File: config.mk
export PLATFORM = sky130hd
export DESIGN_NAME = lcd_common_segment_sequencer
export DESIGN_NICKNAME = d
export VERILOG_FILES = /design/src/lcd_seq_pkg.sv /design/src/lcd_common_segment_sequencer.sv /design/src/lcd_slice_clock_gen.sv
export SDC_FILE = /design/constraint.sdc
export NUM_CORES = 1
export LEC_CHECK = 0
export BUFFER_PORTS_ARGS = -buffer_cell sky130_fd_sc_hd__buf_2
export CORE_ASPECT_RATIO = 1.75
export CORE_MARGIN = 3
export CORE_UTILIZATION = 35
export DETAILED_ROUTE_END_ITERATION = 16
export MAX_ROUTING_LAYER = met4
export PLACE_DENSITY = 0.64
export SYNTH_ARGS = -nofsm -noshare
export SYNTH_HDL_FRONTEND = slang
export SYNTH_SLANG_ARGS = --single-unit
File: constraint.sdc
create_clock -name clk_in -period 3.4 [get_ports clk_in]
set_clock_uncertainty 0.15 [all_clocks]
set_input_delay 0.17 -clock clk_in [delete_from_list [all_inputs] [get_ports clk_in]]
set_output_delay 0.17 -clock clk_in [all_outputs]
set_load 0.01 [all_outputs]
File: src/lcd_seq_pkg.sv
package lcd_seq_pkg;
   // register byte offsets
   localparam logic [17:0] MODE_OFS = 18'h00000;
   localparam logic [17:0] PORTSEL_OFS = 18'h00004;
   localparam logic [17:0] CLKCFG_OFS = 18'h00008;
   localparam logic [17:0] STATUS_OFS = 18'h0000c;
   // display memory word indices, byte address is four times the index
   localparam logic [15:0] MEM_FIRST_IDX = 16'hfa00;
   localparam logic [15:0] MEM_LAST_IDX = 16'hfa1b;
   // field positions
   localparam int DISP_ON_POS = 7;
   localparam int STAT_POL_POS = 2;
   localparam int SHARED_FIRST = 16;
   localparam int PORTSEL_TOP = 5;
   // reset values
   localparam logic [2:0] MODE_RST = 3'h0;
   localparam logic [5:0] PORTSEL_RST = 6'h00;
   localparam logic [3:0] CLKCFG_RST = 4'h0;
   // display modes
   localparam logic [2:0] MODE_4S_THIRD = 3'h0;
   localparam logic [2:0] MODE_3S_THIRD = 3'h1;
   localparam logic [2:0] MODE_2S_HALF = 3'h2;
   localparam logic [2:0] MODE_3S_HALF = 3'h3;
   localparam logic [2:0] MODE_STATIC = 3'h4;
   // drive level selections
   localparam logic [1:0] LVL_GROUND = 2'h0;
   localparam logic [1:0] LVL_LOWER_MID = 2'h1;
   localparam logic [1:0] LVL_UPPER_MID = 2'h2;
   localparam logic [1:0] LVL_TOP = 2'h3;
   // clock divider counts (log2)
   localparam int SRC_SLOW_LOG2 = 7;
   localparam int SRC_MID_LOG2 = 5;
   localparam int SRC_FAST_LOG2 = 3;
   localparam int SLICE_DIV_BASE_LOG2 = 6;
   localparam int DIV_W = 9;

   typedef enum {BIAS_STATIC, BIAS_HALF, BIAS_THIRD} bias_t;
   typedef enum {SEL_MODE, SEL_PORTSEL, SEL_CLKCFG, SEL_STATUS, SEL_MEM, SEL_NONE} sel_t;

   typedef struct packed {
      logic psel;
      logic penable;
      logic pwrite;
      logic [17:0] paddr;
      logic [31:0] pwdata;
   } apb_req_t;

   typedef struct packed {
      logic pready;
      logic pslverr;
      logic [31:0] prdata;
   } apb_rsp_t;
endpackage

File: src/lcd_common_segment_sequencer.sv
// The address map and the APB interface to the registers are this design's own decisions.
`timescale 1ns/1ps
// Function
// RL1: commons active in turn, one per slice
// RL2: static mode drives all commons alike
// RL3: segment data from 28-word display memory
// RL4: slice k reads bit k of each byte
// RL5: bit one selects, bit zero deselects segment
// RL6: unfetched bits stay plain storage
// RL7: upper four memory bits read zero
// RL8: top twelve segments shareable with ports
// RL9: alternate polarity, no net DC
// RL10: full voltage only when both selected
// RL11: levels follow static, half, third bias
// RL12: one slice per divided clock period
// RL13: three-bit mode field, other codes refused
// RL14: display off deselects every segment
// RL15: port selector bit per shared pin pair
// RL16: slice clock from selectable divided source
// RL17: polarity flips at each frame end
module lcd_common_segment_sequencer #(
   parameter int NUM_SEG = 28
) (
   // clock and control
   input wire logic clk_in,
   input wire logic rstn_in,
   input wire logic ce_in,
   // apb slave
   input wire lcd_seq_pkg::apb_req_t apb_req_in,
   output lcd_seq_pkg::apb_rsp_t apb_rsp_out,
   // subsystem clock pin
   input wire logic sub_clk_in,
   // panel drive level selections
   output logic [3:0][1:0] common_drive_out,
   output logic [NUM_SEG-1:0][1:0] seg_drive_out,
   output logic [NUM_SEG-1:0] seg_enable_out
);
   if (NUM_SEG <= lcd_seq_pkg::SHARED_FIRST ||
       NUM_SEG > int'(lcd_seq_pkg::MEM_LAST_IDX - lcd_seq_pkg::MEM_FIRST_IDX) + 1) begin : g_bad_num_seg
      $error("NUM_SEG out of supported range");
   end

   logic display_on_bit_ff;
   logic [2:0] display_mode_reg_ff;
   logic [5:0] port_segment_selector_ff;
   logic [3:0] slice_clock_config_reg_ff;
   logic [NUM_SEG-1:0][3:0] mem_ff;
   logic [1:0] slice_ff;
   logic pol_ff;
   logic [31:0] prdata_ff;
   logic pslverr_ff;
   logic lcd_slice_clock_tick;
   logic setup;
   logic wr_en;
   lcd_seq_pkg::sel_t sel;
   logic [4:0] widx;
   logic [1:0] last;
   lcd_seq_pkg::bias_t bias;
   logic [31:0] nxt_prdata;
   logic [3:0][1:0] nxt_com;
   logic [NUM_SEG-1:0][1:0] nxt_seg;

   function automatic lcd_seq_pkg::sel_t reg_sel(input logic [17:0] a);
      logic [15:0] off;
      off = a[17:2] - lcd_seq_pkg::MEM_FIRST_IDX;
      if (a == lcd_seq_pkg::MODE_OFS) begin
         reg_sel = lcd_seq_pkg::SEL_MODE;
      end else if (a == lcd_seq_pkg::PORTSEL_OFS) begin
         reg_sel = lcd_seq_pkg::SEL_PORTSEL;
      end else if (a == lcd_seq_pkg::CLKCFG_OFS) begin
         reg_sel = lcd_seq_pkg::SEL_CLKCFG;
      end else if (a == lcd_seq_pkg::STATUS_OFS) begin
         reg_sel = lcd_seq_pkg::SEL_STATUS;
      end else if (a[1:0] == 2'h0 && a[17:2] >= lcd_seq_pkg::MEM_FIRST_IDX && off < 16'(NUM_SEG)) begin
         reg_sel = lcd_seq_pkg::SEL_MEM;
      end else begin
         reg_sel = lcd_seq_pkg::SEL_NONE;
      end
   endfunction

   function automatic logic mode_legal(input logic [2:0] m);
      mode_legal = (m <= lcd_seq_pkg::MODE_STATIC);
   endfunction

   function automatic logic [1:0] drive_level(input logic is_com, input logic sel_lvl, input logic pol,
                                              input lcd_seq_pkg::bias_t b);
      logic [1:0] sel_com;
      logic [1:0] sel_seg;
      sel_com = pol ? lcd_seq_pkg::LVL_GROUND : lcd_seq_pkg::LVL_TOP;
      sel_seg = pol ? lcd_seq_pkg::LVL_TOP : lcd_seq_pkg::LVL_GROUND;
      if (sel_lvl) begin
         drive_level = is_com ? sel_com : sel_seg; // [RL10] [RL9]
      end else if (b == lcd_seq_pkg::BIAS_THIRD) begin
         if (is_com) begin
            drive_level = pol ? lcd_seq_pkg::LVL_UPPER_MID : lcd_seq_pkg::LVL_LOWER_MID; // [RL11]
         end else begin
            drive_level = pol ? lcd_seq_pkg::LVL_LOWER_MID : lcd_seq_pkg::LVL_UPPER_MID; // [RL11]
         end
      end else if (b == lcd_seq_pkg::BIAS_HALF && is_com) begin
         drive_level = lcd_seq_pkg::LVL_UPPER_MID; // [RL11]
      end else begin
         drive_level = sel_com; // [RL11]
      end
   endfunction

   lcd_slice_clock_gen u_clk_gen (
      .clk_in(clk_in),
      .rstn_in(rstn_in),
      .ce_in(ce_in),
      .src_sel_in(slice_clock_config_reg_ff[3:2]),
      .div_sel_in(slice_clock_config_reg_ff[1:0]),
      .sub_clk_in(sub_clk_in),
      .slice_tick_out(lcd_slice_clock_tick) // [RL16]
   );

   // bus decode
   assign setup = apb_req_in.psel && !apb_req_in.penable;
   assign wr_en = apb_req_in.psel && apb_req_in.penable && apb_req_in.pwrite;
   assign sel = reg_sel(apb_req_in.paddr);
   assign widx = 5'(apb_req_in.paddr[17:2] - lcd_seq_pkg::MEM_FIRST_IDX);
   assign apb_rsp_out.pready = 1'b1;
   assign apb_rsp_out.pslverr = pslverr_ff;
   assign apb_rsp_out.prdata = prdata_ff;

   always_comb begin
      nxt_prdata = 32'h00000000;
      if (sel == lcd_seq_pkg::SEL_MODE) begin
         nxt_prdata[lcd_seq_pkg::DISP_ON_POS] = display_on_bit_ff;
         nxt_prdata[2:0] = display_mode_reg_ff;
      end else if (sel == lcd_seq_pkg::SEL_PORTSEL) begin
         nxt_prdata[5:0] = port_segment_selector_ff;
      end else if (sel == lcd_seq_pkg::SEL_CLKCFG) begin
         nxt_prdata[3:0] = slice_clock_config_reg_ff;
      end else if (sel == lcd_seq_pkg::SEL_STATUS) begin
         nxt_prdata[lcd_seq_pkg::STAT_POL_POS] = pol_ff;
         nxt_prdata[1:0] = slice_ff;
      end else if (sel == lcd_seq_pkg::SEL_MEM) begin
         nxt_prdata[3:0] = mem_ff[widx]; // [RL7] [RL6]
      end
   end

   // read data and error captured in the setup cycle
   always_ff @(posedge clk_in) begin
      if (!rstn_in) begin
         prdata_ff <= 32'h00000000;
         pslverr_ff <= 1'b0;
      end else if (ce_in && setup) begin
         prdata_ff <= apb_req_in.pwrite ? 32'h00000000 : nxt_prdata;
         pslverr_ff <= (sel == lcd_seq_pkg::SEL_NONE);
      end
   end

   // control registers
   always_ff @(posedge clk_in) begin
      if (!rstn_in) begin
         display_on_bit_ff <= 1'b0;
         display_mode_reg_ff <= lcd_seq_pkg::MODE_RST;
         port_segment_selector_ff <= lcd_seq_pkg::PORTSEL_RST;
         slice_clock_config_reg_ff <= lcd_seq_pkg::CLKCFG_RST;
      end else if (ce_in && wr_en) begin
         if (sel == lcd_seq_pkg::SEL_MODE) begin
            display_on_bit_ff <= apb_req_in.pwdata[lcd_seq_pkg::DISP_ON_POS];
            if (mode_legal(apb_req_in.pwdata[2:0])) begin
               display_mode_reg_ff <= apb_req_in.pwdata[2:0]; // [RL13]
            end
         end else if (sel == lcd_seq_pkg::SEL_PORTSEL) begin
            port_segment_selector_ff <= apb_req_in.pwdata[5:0]; // [RL15]
         end else if (sel == lcd_seq_pkg::SEL_CLKCFG) begin
            slice_clock_config_reg_ff <= apb_req_in.pwdata[3:0]; // [RL16]
         end
      end
   end

   // display memory, only the low nibble is stored
   always_ff @(posedge clk_in) begin
      if (!rstn_in) begin
         mem_ff <= '0;
      end else if (ce_in && wr_en && sel == lcd_seq_pkg::SEL_MEM) begin
         mem_ff[widx] <= apb_req_in.pwdata[3:0]; // [RL3] [RL7]
      end
   end

   // slice count and bias from mode
   always_comb begin
      case (display_mode_reg_ff)
         lcd_seq_pkg::MODE_4S_THIRD: begin
            last = 2'h3;
            bias = lcd_seq_pkg::BIAS_THIRD;
         end
         lcd_seq_pkg::MODE_3S_THIRD: begin
            last = 2'h2;
            bias = lcd_seq_pkg::BIAS_THIRD;
         end
         lcd_seq_pkg::MODE_2S_HALF: begin
            last = 2'h1;
            bias = lcd_seq_pkg::BIAS_HALF;
         end
         lcd_seq_pkg::MODE_3S_HALF: begin
            last = 2'h2;
            bias = lcd_seq_pkg::BIAS_HALF;
         end
         default: begin
            last = 2'h0;
            bias = lcd_seq_pkg::BIAS_STATIC;
         end
      endcase
   end

   // slice sequencing and frame polarity
   always_ff @(posedge clk_in) begin
      if (!rstn_in) begin
         slice_ff <= 2'h0;
         pol_ff <= 1'b0;
      end else if (ce_in && lcd_slice_clock_tick) begin // [RL12]
         if (slice_ff >= last) begin
            slice_ff <= 2'h0;
            pol_ff <= ~pol_ff; // [RL17] [RL9]
         end else begin
            slice_ff <= slice_ff + 2'h1; // [RL1]
         end
      end
   end

   // next drive levels
   for (genvar c = 0; c < 4; c++) begin : g_com
      assign nxt_com[c] = drive_level(1'b1,
         (bias == lcd_seq_pkg::BIAS_STATIC) || (slice_ff == 2'(c) && 2'(c) <= last), pol_ff, bias); // [RL1] [RL2]
   end

   for (genvar s = 0; s < NUM_SEG; s++) begin : g_seg
      logic en;
      if (s < lcd_seq_pkg::SHARED_FIRST) begin : g_ded
         assign en = 1'b1;
      end else begin : g_shr
         localparam int PB = lcd_seq_pkg::PORTSEL_TOP - (s - lcd_seq_pkg::SHARED_FIRST) / 2;
         assign en = port_segment_selector_ff[PB]; // [RL8] [RL15]
      end
      assign nxt_seg[s] = en ? drive_level(1'b0, display_on_bit_ff && mem_ff[s][slice_ff], pol_ff, bias)
                             : lcd_seq_pkg::LVL_GROUND; // [RL4] [RL5] [RL14]

      always_ff @(posedge clk_in) begin
         if (!rstn_in) begin
            seg_enable_out[s] <= 1'b0;
         end else if (ce_in) begin
            seg_enable_out[s] <= en; // [RL8]
         end
      end
   end

   always_ff @(posedge clk_in) begin
      if (!rstn_in) begin
         common_drive_out <= '0;
         seg_drive_out <= '0;
      end else if (ce_in) begin
         common_drive_out <= nxt_com;
         seg_drive_out <= nxt_seg;
      end
   end

   property p_slice_advance;
      @(posedge clk_in) disable iff (!rstn_in || !ce_in)
      (lcd_slice_clock_tick && slice_ff < last) |=> (slice_ff == $past(slice_ff) + 2'h1);
   endproperty
   a_slice_advance: assert property (p_slice_advance) else $error("slice did not advance"); // [RL1]

   property p_frame_flip;
      @(posedge clk_in) disable iff (!rstn_in || !ce_in)
      (lcd_slice_clock_tick && slice_ff >= last) |=> (slice_ff == 2'h0 && pol_ff != $past(pol_ff));
   endproperty
   a_frame_flip: assert property (p_frame_flip) else $error("frame end without polarity flip"); // [RL17]

   property p_pol_hold;
      @(posedge clk_in) disable iff (!rstn_in || !ce_in)
      !lcd_slice_clock_tick |=> ($stable(pol_ff) && $stable(slice_ff));
   endproperty
   a_pol_hold: assert property (p_pol_hold) else $error("slice moved without slice clock"); // [RL12]

   property p_static_same;
      @(posedge clk_in) disable iff (!rstn_in || !ce_in)
      (display_mode_reg_ff == lcd_seq_pkg::MODE_STATIC) |=>
         (common_drive_out[0] == common_drive_out[1] && common_drive_out[1] == common_drive_out[2] &&
          common_drive_out[2] == common_drive_out[3]);
   endproperty
   a_static_same: assert property (p_static_same) else $error("static commons differ"); // [RL2]

   property p_seg_select;
      @(posedge clk_in) disable iff (!rstn_in || !ce_in)
      (display_on_bit_ff && mem_ff[0][slice_ff]) |=>
         (seg_drive_out[0] == ($past(pol_ff) ? lcd_seq_pkg::LVL_TOP : lcd_seq_pkg::LVL_GROUND));
   endproperty
   a_seg_select: assert property (p_seg_select) else $error("segment select level wrong"); // [RL5]

   property p_display_off;
      @(posedge clk_in) disable iff (!rstn_in || !ce_in)
      (!display_on_bit_ff && bias == lcd_seq_pkg::BIAS_THIRD) |=>
         (seg_drive_out[0] == lcd_seq_pkg::LVL_UPPER_MID || seg_drive_out[0] == lcd_seq_pkg::LVL_LOWER_MID);
   endproperty
   a_display_off: assert property (p_display_off) else $error("segment selected while off"); // [RL14]

   property p_half_idle_com;
      @(posedge clk_in) disable iff (!rstn_in || !ce_in)
      (display_mode_reg_ff == lcd_seq_pkg::MODE_2S_HALF) |=> (common_drive_out[3] == lcd_seq_pkg::LVL_UPPER_MID);
   endproperty
   a_half_idle_com: assert property (p_half_idle_com) else $error("half bias deselect level wrong"); // [RL11]

   property p_active_com;
      @(posedge clk_in) disable iff (!rstn_in || !ce_in)
      (display_mode_reg_ff == lcd_seq_pkg::MODE_4S_THIRD) |=>
         (common_drive_out[$past(slice_ff)] == ($past(pol_ff) ? lcd_seq_pkg::LVL_GROUND : lcd_seq_pkg::LVL_TOP));
   endproperty
   a_active_com: assert property (p_active_com) else $error("active common not at select"); // [RL10]

   property p_upper_zero;
      @(posedge clk_in) disable iff (!rstn_in || !ce_in)
      (setup && !apb_req_in.pwrite && sel == lcd_seq_pkg::SEL_MEM) |=>
         (prdata_ff[31:4] == 28'h0000000 && !pslverr_ff);
   endproperty
   a_upper_zero: assert property (p_upper_zero) else $error("memory upper bits not zero"); // [RL7]

   property p_shared_sel;
      @(posedge clk_in) disable iff (!rstn_in || !ce_in)
      1'b1 |=> (seg_enable_out[lcd_seq_pkg::SHARED_FIRST] == $past(port_segment_selector_ff[lcd_seq_pkg::PORTSEL_TOP]));
   endproperty
   a_shared_sel: assert property (p_shared_sel) else $error("shared pin enable wrong"); // [RL8]
endmodule

File: src/lcd_slice_clock_gen.sv
`timescale 1ns/1ps
module lcd_slice_clock_gen (
   // clock and control
   input wire logic clk_in,
   input wire logic rstn_in,
   input wire logic ce_in,
   // configuration
   input wire logic [1:0] src_sel_in,
   input wire logic [1:0] div_sel_in,
   // subsystem clock pin
   input wire logic sub_clk_in,
   // one pulse per slice
   output logic slice_tick_out
);
   logic sub_meta_ff;
   logic sub_sync_ff;
   logic sub_prev_ff;
   logic [lcd_seq_pkg::SRC_SLOW_LOG2-1:0] pre_ff;
   logic [lcd_seq_pkg::DIV_W-1:0] div_ff;
   logic src_tick;
   logic [lcd_seq_pkg::DIV_W-1:0] mask;

   // two-stage sync plus edge history
   always_ff @(posedge clk_in) begin
      if (!rstn_in) begin
         sub_meta_ff <= 1'b0;
         sub_sync_ff <= 1'b0;
         sub_prev_ff <= 1'b0;
      end else if (ce_in) begin
         sub_meta_ff <= sub_clk_in;
         sub_sync_ff <= sub_meta_ff;
         sub_prev_ff <= sub_sync_ff;
      end
   end

   // source clock selection
   always_comb begin
      case (src_sel_in)
         2'h0: src_tick = &pre_ff[lcd_seq_pkg::SRC_SLOW_LOG2-1:0];
         2'h1: src_tick = sub_sync_ff & ~sub_prev_ff;
         2'h2: src_tick = &pre_ff[lcd_seq_pkg::SRC_MID_LOG2-1:0];
         default: src_tick = &pre_ff[lcd_seq_pkg::SRC_FAST_LOG2-1:0];
      endcase
   end

   // power-of-two slice divider [RL16]
   assign mask = lcd_seq_pkg::DIV_W'((1 << (lcd_seq_pkg::SLICE_DIV_BASE_LOG2 + int'(div_sel_in))) - 1);
   assign slice_tick_out = src_tick && ((div_ff & mask) == mask);

   always_ff @(posedge clk_in) begin
      if (!rstn_in) begin
         pre_ff <= '0;
         div_ff <= '0;
      end else if (ce_in) begin
         pre_ff <= pre_ff + 1'b1;
         if (src_tick) begin
            div_ff <= div_ff + 1'b1;
         end
      end
   end
endmodule

# Word-level counts from Yosys, hierarchy flattened
# Index checks and enable logic that the tools add are counted.
# word_totals
reg_bits	252
wordCells	321
output_inout_bits	126
inputBits	57
# classes
muxes	131
n_shift	1
bitwise_logic	6
reduce_logical	67
n_eq_ne	19
n_addsub	6
order_cmp	11
# op_table
op	count
$mux 32	4
$bwmux 112	1
$mux 2	53
$eq 32x3->1 const B	3
$eq 32x2->1 const B	2
$eq 32x4->1 const B	2
$logic_not 32->1	2
$bmux 1 s2	28
$logic_and 1x1->1	43
$eq 18x4->1 const B	2
$shl 1x32->9 const A	1
$mux 1	31
$bmux 4 s5	1
$demux 4 s5	1
$mux 4	5
$eq 18x3->1 const B	1
$logic_not 18->1	1
$ge 16x16->1 const B	1
$lt 16x5->1 const B	1
$sub 16x16->16 const B	1
$add 9x1->9 const B	1
$and 9x9->9	1
$eq 9x9->1	1
$mux 3	3
other kinds (31)	51

# Logic depth before layout (Yosys ltp)
# logic_depth
ltp_word	15
ltp_mapped	9
depth_no_buf	8

# Cells and area by module
# A second synthesis with hierarchy kept.
# hier_totals
hier_cells	1213
area_unflattened_um2	12072.8
# by_module_without_submodules
module	seq_area_each_um2	instances	cells_per_inst	area_each_um2
lcd_common_segment_sequencer	4164.0	1	1111	11120.7
lcd_slice_clock_gen	380.4	1	102	952.2

# Worst setup path before layout
# OpenSTA, ideal clock, no wires.
# synth_timing
path_kind	register to register
start	register slice_ff[0]
end	register slice_ff[0]
arrival_time_ns	2.477
path_stages_with_launch	9
path_buffers	2
setup_ns	0.071
synth_period_minus_slack_ns	2.698
required_ns	3.179
setup_slack_ns	0.702
cell_sequence	dfxtp_1 -> clkbuf_1 -> buf_1 -> inv_1 -> ha_1 -> nand2b_1 -> a21oi_1 -> or4b_2 -> a21oi_1
# synth_via
elab_chain_cells	2
elab_cells_between_ends	3
cone_classes	add/sub: 1; order compare: 1; mux: 1
# synth_lines
item	line	rtl
start: declaration	lcd_common_segment_sequencer.sv:48	logic [1:0] slice_ff;
start signal: assignment	lcd_common_segment_sequencer.sv:219	slice_ff <= slice_ff + 2'h1;
$add 2x1->2 / $ge 2x2->1 (equally long branches)	lcd_common_segment_sequencer.sv:219, lcd_common_segment_sequencer.sv:215	
$mux 2 *	lcd_common_segment_sequencer.sv:215	if (slice_ff >= last) begin
# Every way passes the cells marked *; elsewhere a longest branch is shown, timed or not.
# A chain may end at the register's enable or synchronous reset.

# Final worst setup path
# layout_timing
start	register slice_ff[0]
end	register seg_drive_out[5] (netlist name)
# layout_via
elab_chain_cells	4
# layout_lines
item	line	rtl
$bmux 1 s2	lcd_common_segment_sequencer.sv:238	assign nxt_seg[s] = en ? drive_level(1'b0, display_on_bit_ff && mem_ff[s][slice_ff], pol_ff, bias)
$mux 1 (not written as such)	lcd_common_segment_sequencer.sv:238	
$logic_and 1x1->1	lcd_common_segment_sequencer.sv:238	
$mux 2	lcd_common_segment_sequencer.sv:91	if (sel_lvl) begin
end signal: assignment	lcd_common_segment_sequencer.sv:256	seg_drive_out <= nxt_seg;
end: declaration	lcd_common_segment_sequencer.sv:35	output logic [NUM_SEG-1:0][1:0] seg_drive_out,
# Every way passes these cells. The select of a mux whose other input is x is not followed.

==> impl_metrics.yaml <==
power_and_ir_drop:
  seq_power_share_pct: 49.0
  internal_power_w: 0.00423
  power_switching_w: 0.00130
  share_comb_of_total_power_pct: 6.3
  peakVddDrop_uv: 243
  power.switching_fraction_pct: 23.5
  power_density_nw_per_um2: 423
  p_clk_share_pct: 44.7
  p_leak_nw: 5.85
  total_power_w: 0.00553
floorplanning:
  die_h_um: 247
  std_cell_rows: 87
  io-pin-count: 183
  floorplan.initialDensity_pct: 35.7
  floorplan.die.width_um: 143
  design.core.area_um2: 32400
  die_area_um2: 35400
sta:
  timing.final.setup_violations: 0
  fmax_ghz: 0.382
  rsz0062_at_grt: "false"
  period_needed_ns: 2.62
  layout_worst_path_cycle_share_pct: 77.1
  setup_total_negative_slack_ns: 0
  tightest_slew_ns: 0.870
  hold_viol: 0
  final-max-slew-violation-count: 0
  max_slew_margin_pct: 41.8
  whs_ns: 0.0491
place:
  port-buffer-count: 131
  place.detailed.hpwl_mm: 22.8
  gpl.final_weighted_congestion: 1.00
  dp.cells: 1655
worst_setup_path:
  r2r_setup_slack_ns: 0.78
  timing.critical_path.depth: 6
  critPathMaxStageDelay_ns: 0.64
  critPathLaunchType: "flop"
  cp_max_fo: 20
  critical_path.startpoint: "slice_ff[0]"
  timing.critical_path.required_ns: 3.71
  worstReg2RegStart: "slice_ff[0]"
  arrival_ns: 2.93
  critPathSlowestCell: "dfxtp_2"
  path_class: "flop to flop"
  cp_top_family: "flip-flops"
  crit_path_cell_trace: "buf_4 -> mux4_2 -> and3_1 -> nor3_1 -> a21oi_1 -> nor2_1"
  r2r-end: "seg_drive_out[5]"
  timing.critical_path.buf_inv: 1
  critPathCaptureType: "flop"
  worst-r2r-cell-count: 6
grt:
  pin_count_of_the_biggest_net_entering_global_routing: 144
  grt_antenna_before_repair: 2
  global_route.usage.total_pct: 18.1
  first_global_vias: 8730
  grt.overflow.total: 0
  grt_first_pass_wirelength_mm: 49.6
routing:
  avg_vias_per_cell: 5.45
  detailroute.via_count: 9268
  number_of_routed_nets_with_antenna_violations: 0
  drt_drc_violations_left: 0
  detail_route.wirelength_mm: 32.1
  routed_wire_length_per_instance_um: 18.8
  firstDrtPassIters: 5
  drt_iter0_markers: 668
synth:
  largest_area_contributor_in_the_netlist: "dfxtp_1"
  synth_warnings: 0
  synth.yosys.seq_area_share_pct: 39.3
  yosys_register_bits: 227
  syn-cell-area_um2: 11600
  synthesis.instances: 1225
  synth-edff-count: 0
  ys_dominant_reg_cell: "dfxtp_1"
  netlist.area_leader.share_pct: 39.3
  post_synth_main_area_contributors: "dfxtp_1, mux2i_1, mux4_2"
  share_of_flip_flops_with_an_asynchronous_set_or_reset_pct: 0
  synth_area_per_cell_um2: 9.44
  synth.lib_cells_used.distinct: 59
finish:
  final-instance-count-excl-fill: 1702
  nets: 1355
  layout.cells.most_common_list: "dfxtp_1, nor2_1, mux2i_1"
  final_common_cell: "dfxtp_1"
  post-route-util_pct: 40.3
  flow.area_growth_from_synthesis_pct: 13.0
  post_route_cells_drive_above_1_share_pct: 20.3
cts:
  tritoncts_buffers: 22
  maximum_buffer_depth_of_the_clock_tree: 3
  tritoncts: "yes"
  cts-root-buf: "clkbuf_16"
  clk-insertion-delay-late_ns: 0.52
  worst_setup_hold_path_clk_slew_ns: 0.07
  cts.htree.levels: 1
  cts_num_sinks: 227
  postCtsSetupBuffers: 0
hold_path:
  hold_path_startpoint: "apb_req_in[52]"
  hold_path.class: "input pin to flop"
  hold_path_end: "prdata_ff[7]"
  min_path_cells: 5
run:
  timing.max_cap.violations: 0
run_status:
  run_status: "complete, no violations"
[repair_timing]
| item | CTS | global route |
|---|---|---|
| hold buffers | 8 | 0 |
| hold endpoints to repair | 41 | 0 |
| gates resized for setup | 0 | 0 |
[area by class of cell]
cell class | instances | area, µm²
Antenna cell | 2 | 5.00
Clock buffer | 30 | 622
Clock inverter | 7 | 92.6
Fill cell | 3176 | 19400
Inverter | 15 | 58.8
Multi-Input combinational cell | 860 | 6330
Sequential cell | 227 | 4550
Tap cell | 400 | 500
Timing Repair Buffer | 161 | 913
[synthesized netlist by cell type, types with 3 or more instances]
master,number
nor4_1,5
dfxtp_1,227
nor2b_1,3
a32o_1,16
buf_4,51
nand4_1,11
o22ai_1,5
o21ai_0,24
xnor2_1,47
mux4_2,53
inv_1,14
nand2_1,59
nand3_1,35
and3_1,22
buf_1,15
o2bb2ai_1,12
a21oi_1,93
and4_1,4
and2_1,18
nand2b_1,5
a221oi_1,4
a211o_1,4
or3_1,5
a31oi_1,4
clkbuf_1,74
nor2_1,180
nor3_1,28
ha_1,11
or2_2,5
a211oi_1,3
xor2_1,4
buf_2,7
mux2i_1,138
[stage by stage]
stage                     instance area (µm²)  setup slack, ns
final                                   13100            0.780
after floorplan                         11700            0.702
after global routing                    13100            0.551
after global placement                  12300            0.750
after CTS                               13100            0.718
after detailed placement                12300            0.740
[how the worst max path moves through the flow]
| stage | to | slack [ns] |
|---|---|---|
| final | seg_drive_out[5] | 0.78 |
| after global routing | seg_drive_out[3] | 0.55 |
| after CTS | seg_drive_out[3] | 0.72 |
| after detailed placement | seg_drive_out[3] | 0.74 |
| after global placement | seg_drive_out[3] | 0.75 |
| after floorplan | slice_ff[0] | 0.70 |
[worst reg2reg max path: stages (launching register included)]
cell	delay, ns
dfxtp_2	0.64
buf_4	0.46
mux4_2	0.64
and3_1	0.21
nor3_1	0.28
a21oi_1	0.07
nor2_1	0.10
[sequential cells by signal (all words and copies together) (netlist names)]
signal and cells:
pol_ff 1, u_clk_gen.sub_meta_ff 1, prdata_ff 7, display_on_bit_ff 1, seg_enable_out 7, u_clk_gen.sub_prev_ff 1, slice_ff 2, slice_clock_config_reg_ff 4
pslverr_ff 1, u_clk_gen.pre_ff 7, port_segment_selector_ff 6, u_clk_gen.div_ff 9, mem_ff 112, common_drive_out 8, u_clk_gen.sub_sync_ff 1, display_mode_reg_ff 3
seg_drive_out 56
[per-layer routing]
metal | wire (µm) | GRT usage, %
met3 | 1730 | 2.06
met4 | 1210 | 7.23
met2 | 16800 | 32.4
met1 | 12300 | 20.3
met5 | 0 | -
[power groups by stage]
stage / sequential (W) / combinational [W] / clock, W
CTS: 0.00271 / 0.000349 / 0.00253
finish: 0.00271 / 0.000348 / 0.00248
detailed placement: 0.00277 / 0.000341 / 0
global placement: 0.00277 / 0.000339 / 0
global route: 0.00271 / 0.000381 / 0.00262
floorplan: 0.00278 / 0.000245 / 0
[kinds of logic (layout without fill, tap and decap cells)]
kind of cell | count (synthesis) | after routing | share of synthesized area (%)
simple gates | 393 | 393 | 15.8
flops | 227 | 227 | 39.3
mux | 193 | 193 | 22.5
compound gates | 186 | 186 | 10.4
buf+inv | 162 | 213 | 6.99
xor+xnor | 51 | 51 | 3.86
fa+ha+maj | 11 | 11 | 1.19
other cells | 2 | 28 | 0.0649
Note: power is estimated with default switching activity, not from simulation.
